### src/hw/tio_pkg.sv
// timed i/o port block: shared constants, register map and state types.
// assumes a single 40 MHz bus clock; pin-side levels are synchronised in the block.
package tio_pkg;
	localparam int NPORT = 6;
	localparam int NCB = 6;
	localparam int NPIN = 32;
	localparam int CNT_W = 16;
	// port widths, ascending so that a lower index is never wider
	localparam int PORT_W [NPORT] = '{1, 1, 4, 8, 16, 32};
	localparam int PORT_BASE [NPORT] = '{0, 1, 0, 0, 0, 0};
	// tile reference clock and bus clock rates
	localparam longint CLK_HZ = 40_000_000;
	localparam longint REF_HZ = 100_000_000;
	localparam int REF_DIV = (CLK_HZ / REF_HZ) < 1 ? 1 : int'(CLK_HZ / REF_HZ);
	// global region, haddr[11:8] == 0
	localparam logic [3:0] REG_GLOBAL = 4'h0;
	localparam logic [3:0] REG_PORTS = 4'h1;
	localparam logic [7:0] OFS_STAT = 8'h00;
	localparam logic [7:0] OFS_MASK = 8'h04;
	localparam logic [7:0] OFS_LINK = 8'h08;
	localparam logic [7:0] OFS_CB0 = 8'h40;
	// per-port word index, haddr[4:2]; port number in haddr[7:5]
	localparam logic [2:0] PR_CTRL = 3'h0;
	localparam logic [2:0] PR_DATA = 3'h1;
	localparam logic [2:0] PR_COND = 3'h2;
	localparam logic [2:0] PR_TIME = 3'h3;
	localparam logic [2:0] PR_COUNT = 3'h4;
	localparam logic [2:0] PR_TSTAMP = 3'h5;
	localparam logic [2:0] PR_FLAGS = 3'h6;
	// port control fields
	localparam int CT_EN = 0;
	localparam int CT_OUT = 1;
	localparam int CT_OD = 2;
	localparam int CT_CB = 4;
	localparam int CT_COND = 8;
	localparam int CT_TIMED = 10;
	localparam int CT_STB = 11;
	// clock block config fields
	localparam int CB_EXT = 8;
	localparam int DIV_W = 8;
	localparam logic [2:0] CB_RESET_SEL = 3'h0;
	typedef enum logic [1:0] {
		TIO_COND_NONE = 2'b00,
		TIO_COND_EQ = 2'b01,
		TIO_COND_NEQ = 2'b10
	} tio_cond_t;
	typedef struct packed {
		logic en;
		logic dir_out;
		logic od;
		logic [2:0] cb_sel;
		tio_cond_t cond;
		logic timed;
		logic strobe_en;
		logic [31:0] tx_data;
		logic tx_full;
		logic [31:0] shift;
		logic [31:0] rx_data;
		logic rx_valid;
		logic [31:0] cond_val;
		logic [CNT_W-1:0] time_val;
		logic [CNT_W-1:0] cnt;
		logic [CNT_W-1:0] tstamp;
	} tio_port_t;
	typedef struct packed {
		logic src_ext;
		logic [DIV_W-1:0] div;
		logic [DIV_W-1:0] cnt;
		logic ext_prev;
		logic tick;
	} tio_cb_t;
endpackage : tio_pkg

### src/hw/tio_port_block.sv
// timed i/o ports with clock blocks, pin sharing and an ahb-lite register slave.
// assumes pins and strobes arrive asynchronously; a bus master on hclk.
//
// Functional notes
// - ports of width 1, 4, 8, 16 and 32 bits map onto tile pins
// - all pins of one port share a single direction, in or out
// - ports drive pins high or low, or sample them, optionally on a condition
// - each register access completes with zero wait states
// - open-drain: zero drives low, one leaves the pin undriven; per port
// - data passes through a shift stage and a transfer register
// - each port has a 16-bit counter that can time the transfer
// - counter readable anytime; transfers may wait for a future count
// - counter value saved as timestamp at every transfer
// - pin events go to the tile event outputs and set status bits, which raise irq where unmasked
// - enabling the serial link disables ports on its pins
// - narrower enabled port wins shared pins; unshared wider pins stay usable
// - a port always works at its own declared width
// - six clock blocks; block 0 is the reference clock, others programmable
// - a clock block may be clocked from a 1-bit port pin, optionally divided
// - ports honour an input strobe and generate an output strobe with output data
// - after reset every port uses clock block 0
`timescale 1ns/100ps
module tio_port_block #(
	parameter int LINK_LO = 28
) (
	input wire logic hclk,
	input wire logic hresetn,
	input wire logic hsel,
	input wire logic [31:0] haddr,
	input wire logic [1:0] htrans,
	input wire logic hwrite,
	input wire logic [2:0] hsize,
	input wire logic [31:0] hwdata,
	input wire logic hready,
	output logic hreadyout,
	output logic hresp,
	output logic [31:0] hrdata,
	input wire logic [tio_pkg::NPIN-1:0] pin_in,
	output logic [tio_pkg::NPIN-1:0] pin_out,
	output logic [tio_pkg::NPIN-1:0] pin_oe,
	input wire logic [tio_pkg::NPORT-1:0] input_strobe,
	output logic [tio_pkg::NPORT-1:0] output_strobe,
	output logic [tio_pkg::NPORT-1:0] port_event,
	output logic irq
);
	typedef struct packed {
		logic ap_valid;
		logic ap_wr;
		logic [11:0] ap_addr;
		logic [31:0] rdata;
		logic ready;
		logic [tio_pkg::NPORT-1:0] stat;
		logic [tio_pkg::NPORT-1:0] mask;
		logic irq;
		logic link_en;
		logic [7:0] ref_cnt;
		logic ref_tick;
		logic [tio_pkg::NPIN-1:0] pin_s1;
		logic [tio_pkg::NPIN-1:0] pin_s2;
		logic [tio_pkg::NPORT-1:0] stb_s1;
		logic [tio_pkg::NPORT-1:0] stb_s2;
		logic [tio_pkg::NPIN-1:0] pin_out;
		logic [tio_pkg::NPIN-1:0] pin_oe;
		logic [tio_pkg::NPORT-1:0] ostb;
		logic [tio_pkg::NPORT-1:0] evt;
		tio_pkg::tio_cb_t [tio_pkg::NCB-1:0] cb;
		tio_pkg::tio_port_t [tio_pkg::NPORT-1:0] port;
	} tio_state_t;

	tio_state_t q;
	tio_state_t d;

	// width mask of a port
	function automatic logic [31:0] wmask(input int w);
		wmask = (w >= 32) ? 32'hFFFFFFFF : ((32'h00000001 << w) - 32'h00000001);
	endfunction : wmask

	// a port whose pins reach into the link's pins is switched off by the link
	function automatic logic port_live(input tio_state_t s, input int p);
		port_live = s.port[p].en &&
			!(s.link_en && (tio_pkg::PORT_BASE[p] + tio_pkg::PORT_W[p] - 1 >= LINK_LO));
	endfunction : port_live

	function automatic logic [31:0] reg_read(input tio_state_t s, input logic [11:0] a);
		logic [2:0] pi;
		logic [31:0] r;
		pi = a[7:5];
		r = 32'h00000000;
		if (a[11:8] == tio_pkg::REG_GLOBAL) begin
			case (a[7:0])
				tio_pkg::OFS_STAT: r[tio_pkg::NPORT-1:0] = s.stat;
				tio_pkg::OFS_MASK: r[tio_pkg::NPORT-1:0] = s.mask;
				tio_pkg::OFS_LINK: r[0] = s.link_en;
				default: begin
					for (int i = 0; i < tio_pkg::NCB; i++) begin
						if (a[7:0] == tio_pkg::OFS_CB0 + 8'(4 * i)) begin
							r[tio_pkg::DIV_W-1:0] = s.cb[i].div;
							r[tio_pkg::CB_EXT] = s.cb[i].src_ext;
						end
					end
				end
			endcase
		end else if (a[11:8] == tio_pkg::REG_PORTS && int'(pi) < tio_pkg::NPORT) begin
			case (a[4:2])
				tio_pkg::PR_CTRL: begin
					r[tio_pkg::CT_EN] = s.port[pi].en;
					r[tio_pkg::CT_OUT] = s.port[pi].dir_out;
					r[tio_pkg::CT_OD] = s.port[pi].od;
					r[tio_pkg::CT_CB +: 3] = s.port[pi].cb_sel;
					r[tio_pkg::CT_COND +: 2] = s.port[pi].cond;
					r[tio_pkg::CT_TIMED] = s.port[pi].timed;
					r[tio_pkg::CT_STB] = s.port[pi].strobe_en;
				end
				tio_pkg::PR_DATA: r = s.port[pi].rx_data;
				tio_pkg::PR_COND: r = s.port[pi].cond_val;
				tio_pkg::PR_TIME: r[15:0] = s.port[pi].time_val;
				tio_pkg::PR_COUNT: r[15:0] = s.port[pi].cnt;
				tio_pkg::PR_TSTAMP: r[15:0] = s.port[pi].tstamp;
				tio_pkg::PR_FLAGS: r[1:0] = {s.port[pi].rx_valid, s.port[pi].tx_full};
				default: r = 32'h00000000;
			endcase
		end
		reg_read = r;
	endfunction : reg_read

	always_comb begin
		logic [2:0] wp;
		logic [31:0] sample;
		logic [31:0] m;
		logic tk;
		logic base;
		logic edge_ext;
		logic time_ok;
		logic cond_ok;
		logic stb_ok;
		logic owned;
		logic bitv;
		wp = q.ap_addr[7:5];
		sample = 32'h00000000;
		m = 32'h00000000;
		tk = 1'b0;
		base = 1'b0;
		edge_ext = 1'b0;
		time_ok = 1'b0;
		cond_ok = 1'b0;
		stb_ok = 1'b0;
		owned = 1'b0;
		bitv = 1'b0;
		d = q;
		d.pin_s1 = pin_in;
		d.pin_s2 = q.pin_s1;
		d.stb_s1 = input_strobe;
		d.stb_s2 = q.stb_s1;
		d.ostb = '0;
		d.evt = '0;
		d.ready = 1'b1;

		// reference tick for clock block 0
		d.ref_tick = (q.ref_cnt == 8'h00);
		d.ref_cnt = (q.ref_cnt == 8'(tio_pkg::REF_DIV - 1)) ? 8'h00 : q.ref_cnt + 8'h01;

		// clock blocks; block 0 is fixed to the reference
		for (int i = 0; i < tio_pkg::NCB; i++) begin
			d.cb[i].ext_prev = q.pin_s2[0];
			edge_ext = q.pin_s2[0] & ~q.cb[i].ext_prev;
			base = (i != 0 && q.cb[i].src_ext) ? edge_ext : q.ref_tick;
			d.cb[i].tick = 1'b0;
			if (base) begin
				if (q.cb[i].cnt >= q.cb[i].div) begin
					d.cb[i].cnt = '0;
					d.cb[i].tick = 1'b1;
				end else begin
					d.cb[i].cnt = q.cb[i].cnt + 8'h01;
				end
			end
		end

		// bus address phase; reads answer in the data phase
		d.ap_valid = hsel & hready & htrans[1];
		d.ap_wr = hwrite;
		d.ap_addr = haddr[11:0];
		if (hsel & hready & htrans[1] & ~hwrite) begin
			d.rdata = reg_read(q, haddr[11:0]);
			if (haddr[11:8] == tio_pkg::REG_PORTS && haddr[4:2] == tio_pkg::PR_DATA &&
				int'(haddr[7:5]) < tio_pkg::NPORT) begin
				d.port[haddr[7:5]].rx_valid = 1'b0;
			end
		end

		// bus data phase writes, except the transmit data register
		if (q.ap_valid & q.ap_wr) begin
			if (q.ap_addr[11:8] == tio_pkg::REG_GLOBAL) begin
				case (q.ap_addr[7:0])
					tio_pkg::OFS_STAT: d.stat = q.stat & ~hwdata[tio_pkg::NPORT-1:0];
					tio_pkg::OFS_MASK: d.mask = hwdata[tio_pkg::NPORT-1:0];
					tio_pkg::OFS_LINK: d.link_en = hwdata[0];
					default: begin
						for (int i = 1; i < tio_pkg::NCB; i++) begin
							if (q.ap_addr[7:0] == tio_pkg::OFS_CB0 + 8'(4 * i)) begin
								d.cb[i].div = hwdata[tio_pkg::DIV_W-1:0];
								d.cb[i].src_ext = hwdata[tio_pkg::CB_EXT];
								d.cb[i].cnt = '0;
							end
						end
					end
				endcase
			end else if (q.ap_addr[11:8] == tio_pkg::REG_PORTS && int'(wp) < tio_pkg::NPORT) begin
				case (q.ap_addr[4:2])
					tio_pkg::PR_CTRL: begin
						d.port[wp].en = hwdata[tio_pkg::CT_EN];
						d.port[wp].dir_out = hwdata[tio_pkg::CT_OUT];
						d.port[wp].od = hwdata[tio_pkg::CT_OD];
						d.port[wp].cb_sel = hwdata[tio_pkg::CT_CB +: 3];
						d.port[wp].cond = tio_pkg::tio_cond_t'(hwdata[tio_pkg::CT_COND +: 2]);
						d.port[wp].timed = hwdata[tio_pkg::CT_TIMED];
						d.port[wp].strobe_en = hwdata[tio_pkg::CT_STB];
					end
					tio_pkg::PR_COND: d.port[wp].cond_val = hwdata;
					tio_pkg::PR_TIME: d.port[wp].time_val = hwdata[15:0];
					default: d.port[wp].cond_val = d.port[wp].cond_val;
				endcase
			end
		end

		// per-port transfer engines
		for (int p = 0; p < tio_pkg::NPORT; p++) begin
			m = wmask(tio_pkg::PORT_W[p]);
			tk = (int'(q.port[p].cb_sel) < tio_pkg::NCB) ? q.cb[q.port[p].cb_sel].tick : 1'b0;
			if (tk) begin
				d.port[p].cnt = q.port[p].cnt + 16'h0001;
			end
			time_ok = !q.port[p].timed || (q.port[p].cnt == q.port[p].time_val);
			sample = (q.pin_s2 >> tio_pkg::PORT_BASE[p]) & m;
			if (q.port[p].dir_out) begin
				if (tk && port_live(q, p) && q.port[p].tx_full && time_ok) begin
					d.port[p].shift = q.port[p].tx_data & m;
					d.port[p].tx_full = 1'b0;
					d.port[p].tstamp = q.port[p].cnt;
					d.ostb[p] = 1'b1;
					d.evt[p] = 1'b1;
					d.stat[p] = 1'b1;
				end
			end else if (tk && port_live(q, p)) begin
				d.port[p].shift = sample;
				case (q.port[p].cond)
					tio_pkg::TIO_COND_EQ: cond_ok = (sample == (q.port[p].cond_val & m));
					tio_pkg::TIO_COND_NEQ: cond_ok = (sample != (q.port[p].cond_val & m));
					default: cond_ok = 1'b1;
				endcase
				stb_ok = !q.port[p].strobe_en || q.stb_s2[p];
				if (time_ok && cond_ok && stb_ok) begin
					d.port[p].rx_data = sample;
					d.port[p].rx_valid = 1'b1;
					d.port[p].tstamp = q.port[p].cnt;
					d.evt[p] = 1'b1;
					d.stat[p] = 1'b1;
				end
			end
		end

		// transmit data write lands after the engines so new data is never dropped
		if (q.ap_valid && q.ap_wr && q.ap_addr[11:8] == tio_pkg::REG_PORTS &&
			q.ap_addr[4:2] == tio_pkg::PR_DATA && int'(wp) < tio_pkg::NPORT) begin
			d.port[wp].tx_data = hwdata & wmask(tio_pkg::PORT_W[wp]);
			d.port[wp].tx_full = 1'b1;
		end

		// pin ownership: lowest index is narrowest, so it wins
		for (int k = 0; k < tio_pkg::NPIN; k++) begin
			owned = 1'b0;
			d.pin_out[k] = 1'b0;
			d.pin_oe[k] = 1'b0;
			for (int p = 0; p < tio_pkg::NPORT; p++) begin
				if (!owned && port_live(q, p) && k >= tio_pkg::PORT_BASE[p] &&
					k < tio_pkg::PORT_BASE[p] + tio_pkg::PORT_W[p]) begin
					owned = 1'b1;
					if (q.port[p].dir_out) begin
						bitv = q.port[p].shift[k - tio_pkg::PORT_BASE[p]];
						d.pin_out[k] = q.port[p].od ? 1'b0 : bitv;
						d.pin_oe[k] = q.port[p].od ? ~bitv : 1'b1;
					end
				end
			end
		end

		d.irq = |(d.stat & q.mask);
	end

	always_ff @(posedge hclk or negedge hresetn) begin
		if (!hresetn) begin
			q <= '0;
			q.ready <= 1'b1;
			for (int p = 0; p < tio_pkg::NPORT; p++) begin
				q.port[p].cb_sel <= tio_pkg::CB_RESET_SEL;
			end
		end else begin
			q <= d;
		end
	end

	assign hreadyout = q.ready;
	assign hresp = 1'b0;
	assign hrdata = q.rdata;
	assign pin_out = q.pin_out;
	assign pin_oe = q.pin_oe;
	assign output_strobe = q.ostb;
	assign port_event = q.evt;
	assign irq = q.irq;
endmodule : tio_port_block

### config.mk
export PLATFORM = sky130hd
export DESIGN_NAME = tio_port_block
export DESIGN_NICKNAME = d
export VERILOG_FILES = /design/src/hw/tio_pkg.sv /design/src/hw/tio_port_block.sv
export SDC_FILE = /design/constraint.sdc
export NUM_CORES = 2
export LEC_CHECK = 0
export BUFFER_PORTS_ARGS = -buffer_cell sky130_fd_sc_hd__buf_2
export CAP_MARGIN = 25
export CORE_MARGIN = 5
export CORE_UTILIZATION = 30
export CTS_CLUSTER_DIAMETER = 60
export DETAILED_ROUTE_END_ITERATION = 8
export GPL_TIMING_DRIVEN = 0
export SKIP_LAST_GASP = 1
export SLEW_MARGIN = 40
export SYNTH_ARGS = -nofsm -noshare
export SYNTH_HDL_FRONTEND = slang
export SYNTH_SLANG_ARGS = --single-unit
### constraint.sdc
create_clock -name hclk -period 5.13 [get_ports hclk]
set_input_delay 0.2565 -clock hclk [delete_from_list [all_inputs] [get_ports hclk]]
set_output_delay 0.2565 -clock hclk [all_outputs]
set_load 0.01 [all_outputs]
# Yosys cells after proc, flatten, opt, wreduce, memory -nomap -nowiden
# Memory sizes are Yosys's and may differ from the RTL's.
# Index checks and enable logic that the tools add are counted.
# word_totals
ff_bits	1449
mem_bits_ro	256
output_inout_bits	111
wordCells	1085
n_memories	1
# classes
add_sub_neg	14
magnitude_cmp	26
eq_ne	55
shifts	1
mux	665
n_bitwise	75
reduce_logical	111
# mem_list
memory	depth	width	read_ports	rd_clocked_by_memory_dff	wr	line	text
(name not given)	8	32	1	0	0	tio_port_block.sv:264	d.port[wp].tx_data = hwdata & wmask(tio_pkg::PORT_W[wp]);
# op_table
operator	n
$bwmux 1128	13
$demux 188 s3	12
$mux 1128	6
$pmux 1128 s3	1
$bmux 188 s3	2
$mux 33	18
$mux 1	487
$mux 16	30
$mux 65	6
$mux 188	2
$bmux 19 s3	6
$mux 32	10
$mux 8	32
$mux 187	1
$mux 186	1
$mux 185	1
$mux 182	1
$mux 180	1
$mux 179	1
$mux 178	1
$mux 80	2
$mux 146	1
$eq 16x16->1	7
$add 16x1->16 const B	6
61 further kinds	299

# Longest topological paths before layout
# logic_depth
depth_word	24
depth_mapped	12

# Least setup slack after synthesis
# Ideal clock, no wire load.
# synth_timing
path_kind	flip-flop to flip-flop
startpoint	reg q[1149] in the netlist's numbering
endpoint	reg q[1155] in the netlist's numbering
setup_ns	0.104
arrival_ns	2.451
required_time_ns	5.026
slack_ns	2.576
stages_incl_launch_ff	10
path_buffers	0
synth_period_minus_slack_ns	2.554
path_cell_list	dfrtp_1 > inv_1 > ha_1 > nand2b_1 > a21o_1 > a21o_1 > a21o_1 > a2111oi_0 > o21ai_1 > a221oi_1
# synth_lines
item	line	text
start: declaration	tio_port_block.sv:70	tio_state_t q;

# Final worst setup path
# layout_timing
startpoint	in haddr[7]
endpoint	reg q, in the netlist hrdata[3]
# layout_between
elab_chain_cells	8
elab_cells_between_ends	21
cone_classes	1 x order compare; 7 x eq/ne; 11 x mux; 2 x reduce/logical
# layout_rtl
item	line	text
start: declaration	tio_port_block.sv:29	input wire logic [31:0] haddr,
$eq 8x7->1	tio_port_block.sv:96	if (a[7:0] == tio_pkg::OFS_CB0 + 8'(4 * i)) begin
$mux 9 (5 in series)	tio_port_block.sv:96	
$pmux 5 s3	tio_port_block.sv:90	case (a[7:0])
$mux 9 *	tio_port_block.sv:89	if (a[11:8] == tio_pkg::REG_GLOBAL) begin
# Every way passes the cells marked *; elsewhere a longest branch is shown, timed or not. The select of a mux whose other input is x is not followed.
# A chain may end at the register's enable or synchronous reset.

==> impl_metrics.csv <==
group,metric,value,unit
run_status,status,"complete, but fails checks",
run_status,violations,"negative setup slack",
floorplan,fp.dieH,445.3,um
global_route,grt_max_degree,104,
final_layout,final_area,67730,sq um
timing,worstMarginPinSlew,1.003,ns
placed_design,port_buffers,191,
yosys,synth_top_flop_cell,"dfrtp_1",
routing,dr.pass1.iters,9,
clocking,cts_tree,"done",
clocking,cts-buffers-inserted,142,
yosys,synth-async-reset-ratio,1.000,
yosys,synthTopCellsByCount,"dfrtp_1 (1181), mux2_2 (497), nand2_1 (402), o21ai_0 (351), clkbuf_1 (231)",
critical_path,cp.required,5.80,ns
timing,rsz0062_at_grt,"false",
yosys,avgSynthCellArea,11.26,sq um
yosys,synth_xor_area_frac,0.04391,
final_layout,nets,5667,
placed_design,dp.cells,7763,
floorplan,die_area,198300,sq um
critical_path,end_kind,"flop",
clocking,cts_setup_buffers,0,
global_route,grt_pass1_wl,387100,um
yosys,netlist_area,56840,sq um
yosys,synth-edff-count,0,
routing,routed_wl,285200,um
timing,slew_violations,0,
placed_design,dp.final_hpwl,208000,um
yosys,ys_seq_area_frac,0.5199,
yosys,synth_mux_area_frac,0.1431,
yosys,ys_ff_latch,1181,
yosys,postSynthCellCount,5048,
timing,final_hold_viol_count,0,
clocking,clockBufferDepth,3,
pwr,max-vdd-ir-drop,0.0003030,V
routing,vias,47690,
yosys,synth.distinct_cells,90,
yosys,yosysMostFrequentCell,"dfrtp_1",
routing,drt_iter0_drc,7029,
critical_path,arrival,5.87,ns
routing,drc,0,
clocking,clkSlewWorstSetupHoldPaths,0.05,ns
yosys,ys_top_cells_by_area,"dfrtp_1 (52%), mux2_2 (9.8%), o21ai_0 (3.1%)",
yosys,yosysTopAreaCell,"dfrtp_1",
routing,wl_per_cell,35.15,um
yosys,synth_adder_area_share,0.01431,
clocking,h-tree-depth,4,
timing,hold_ws,0.04052,ns
clocking,clock_sinks,1181,
floorplan,fp.dieW,445.3,um
pwr,pwr_density_cell,339.9,nW/um^2
routing,vias_per_cell,5.878,
clocking,clk_latency,0.85,ns
floorplan,num_io_pins,223,
global_route,track_usage,0.2798,
routing,drtAntennaViolNets,0,
floorplan,core_region_area,188200,sq um
timing,setup_viol,1,
global_route,grt_antenna_before_repair,23,
timing,max_freq,0.1924,GHz
critical_path,crit_fanout,10,
yosys,synth-compound-area-share,0.1363,
timing,fin_crit,5.197,ns
hold_path,hp-class,"primary input to flop",
placed_design,place_congestion,1.086,
timing,setup_slack,-0.06715,ns
timing,fin_crit_sh,1.013,
global_route,first_global_vias,46160,
yosys,synth_top_area_frac,0.5199,
hold_path,hp-start,"hwdata[5]",
timing,clock_skew,0.03407,ns
critical_path,timing.rr.start,"q[1335]$_DFF_PN0_",
yosys,synth_top_family_by_area,"multiplexers",
pwr,p_leak,31.85,nW
floorplan,initial_core_util,0.3020,
yosys,synth_simple_gate_area_frac,0.09164,
timing,slew_headroom,0.3313,
placed_design,placed_area,61920,sq um
critical_path,path_class,"primary input to flop",
critical_path,startpoint_type,"primary input",
critical_path,cp-startpoint,"haddr[7]",
final_layout,fillers,18760,
global_route,grt_overflow,0,
clocking,cts_root_buffer,"clkbuf_16",
yosys,syn_nets,5225,
timing,setup_tns,-0.06715,ns
yosys,ys.warnings.count,0,
floorplan,rows,159,
final_layout,instances_no_fill,8113,
run,maxCapViolCount,0,
final_layout,area_growth,19.15,%
final_layout,layout-drive-gt1-share,0.2504,
timing repair:
| item | CTS | global route |
|---|---|---|
| endpoints found under the hold margin | 642 | 0 |
| setup endpoints to repair | 0 | 1 |
| gates resized for setup | 0 | 1 |
| hold buffers | 77 | 0 |
logic make-up after synthesis:
group / after synthesis
buffers and inverters: 623
other: 2
flip-flops: 1181
multiplexers: 687
AND/OR/NAND/NOR: 1073
AO/OA/AOI/OAI: 1132
adder cells (fa/ha/maj): 65
XOR/XNOR: 285
critical path, cell delays in order:
cell and delay [ns]:
dlygate4sd3_1 0.52, buf_2 0.15, buf_2 0.39, buf_2 0.42, buf_2 0.60, buf_2 0.68
clkbuf_4 0.61, mux2i_1 0.24, o21ai_0 0.08, o21ai_0 0.75, o21ai_0 0.37, o21ai_0 0.59
nand3_1 0.15
per-stage QoR:
step	utilization	setup slack, ns	total power, W
finish	0.3599	-0.06715	0.02302
CTS	0.3594	0.1384	0.02301
global placement	0.3237	-22.96	0.01213
floorplan	-	2.576	0.01095
detailed placement	0.3290	-0.1794	0.01222
global route	0.3597	0.05045	0.02355
power breakdown:
group          internal [W]  switching (W)
combinational      0.000702        0.00153
sequential          0.00957       0.000389
clock               0.00641        0.00442
layer usage:
layer | GRT usage | vias up | routed length, um
li1 | - | 18970 | -
met2 | 0.4147 | 3201 | 122300
met5 | 0 | - | 68
met3 | 0.07838 | 983 | 29320
met4 | 0.2058 | 10 | 25490
met1 | 0.3490 | 24520 | 108000
layout make-up:
cell class / instances / area [sq um] / share of cell area
Clock inverter: 61 / 837.1 / 0.01236
Antenna cell: 15 / 37.54 / 0.0005542
Clock buffer: 196 / 4110 / 0.06069
Timing Repair Buffer: 298 / 2440 / 0.03602
Sequential cell: 1181 / 29560 / 0.4364
Buffer: 451 / 2401 / 0.03545
Inverter: 172 / 645.6 / 0.009532
Multi-Input combinational cell: 3244 / 24580 / 0.3629
Tap cell: 2495 / 3122 / 0.04609
cell usage in the layout, fill, tap and decap left out, types with 58 or more instances in the layout:
master and instances:
clkbuf_16 145, dlygate4sd3_1 76, xor2_1 105, xnor2_1 180, clkbuf_1 149, buf_4 118, nand3_1 58, dfrtp_1 1178
nor2b_1 133, a221oi_1 101, mux2i_1 133, nand4_1 59, a22o_1 61, nor2_1 185, ha_1 65, buf_2 282
nand2_1 401, a222oi_1 59, inv_1 170, mux2_2 497, clkbuf_2 103, a22oi_1 73, o21ai_0 340, a21oi_1 179
final timing paths:
kind	depth (start not counted)	to	slack, ns
worst max-delay path	13	hrdata[3]$_DFFE_PN0N_	-0.07
worst min-delay path	3	flop	0.04
worst max register to register	9	irq$_DFF_PN0_	0.43
worst min register to register	0	q[1318]$_DFF_PN0_	0.34
max in group asynchronous	6	async pin	3.08
min in group asynchronous	3	output_strobe[3]$_DFF_PN0_	0.49
Note: power is estimated with default switching activity, not from simulation.
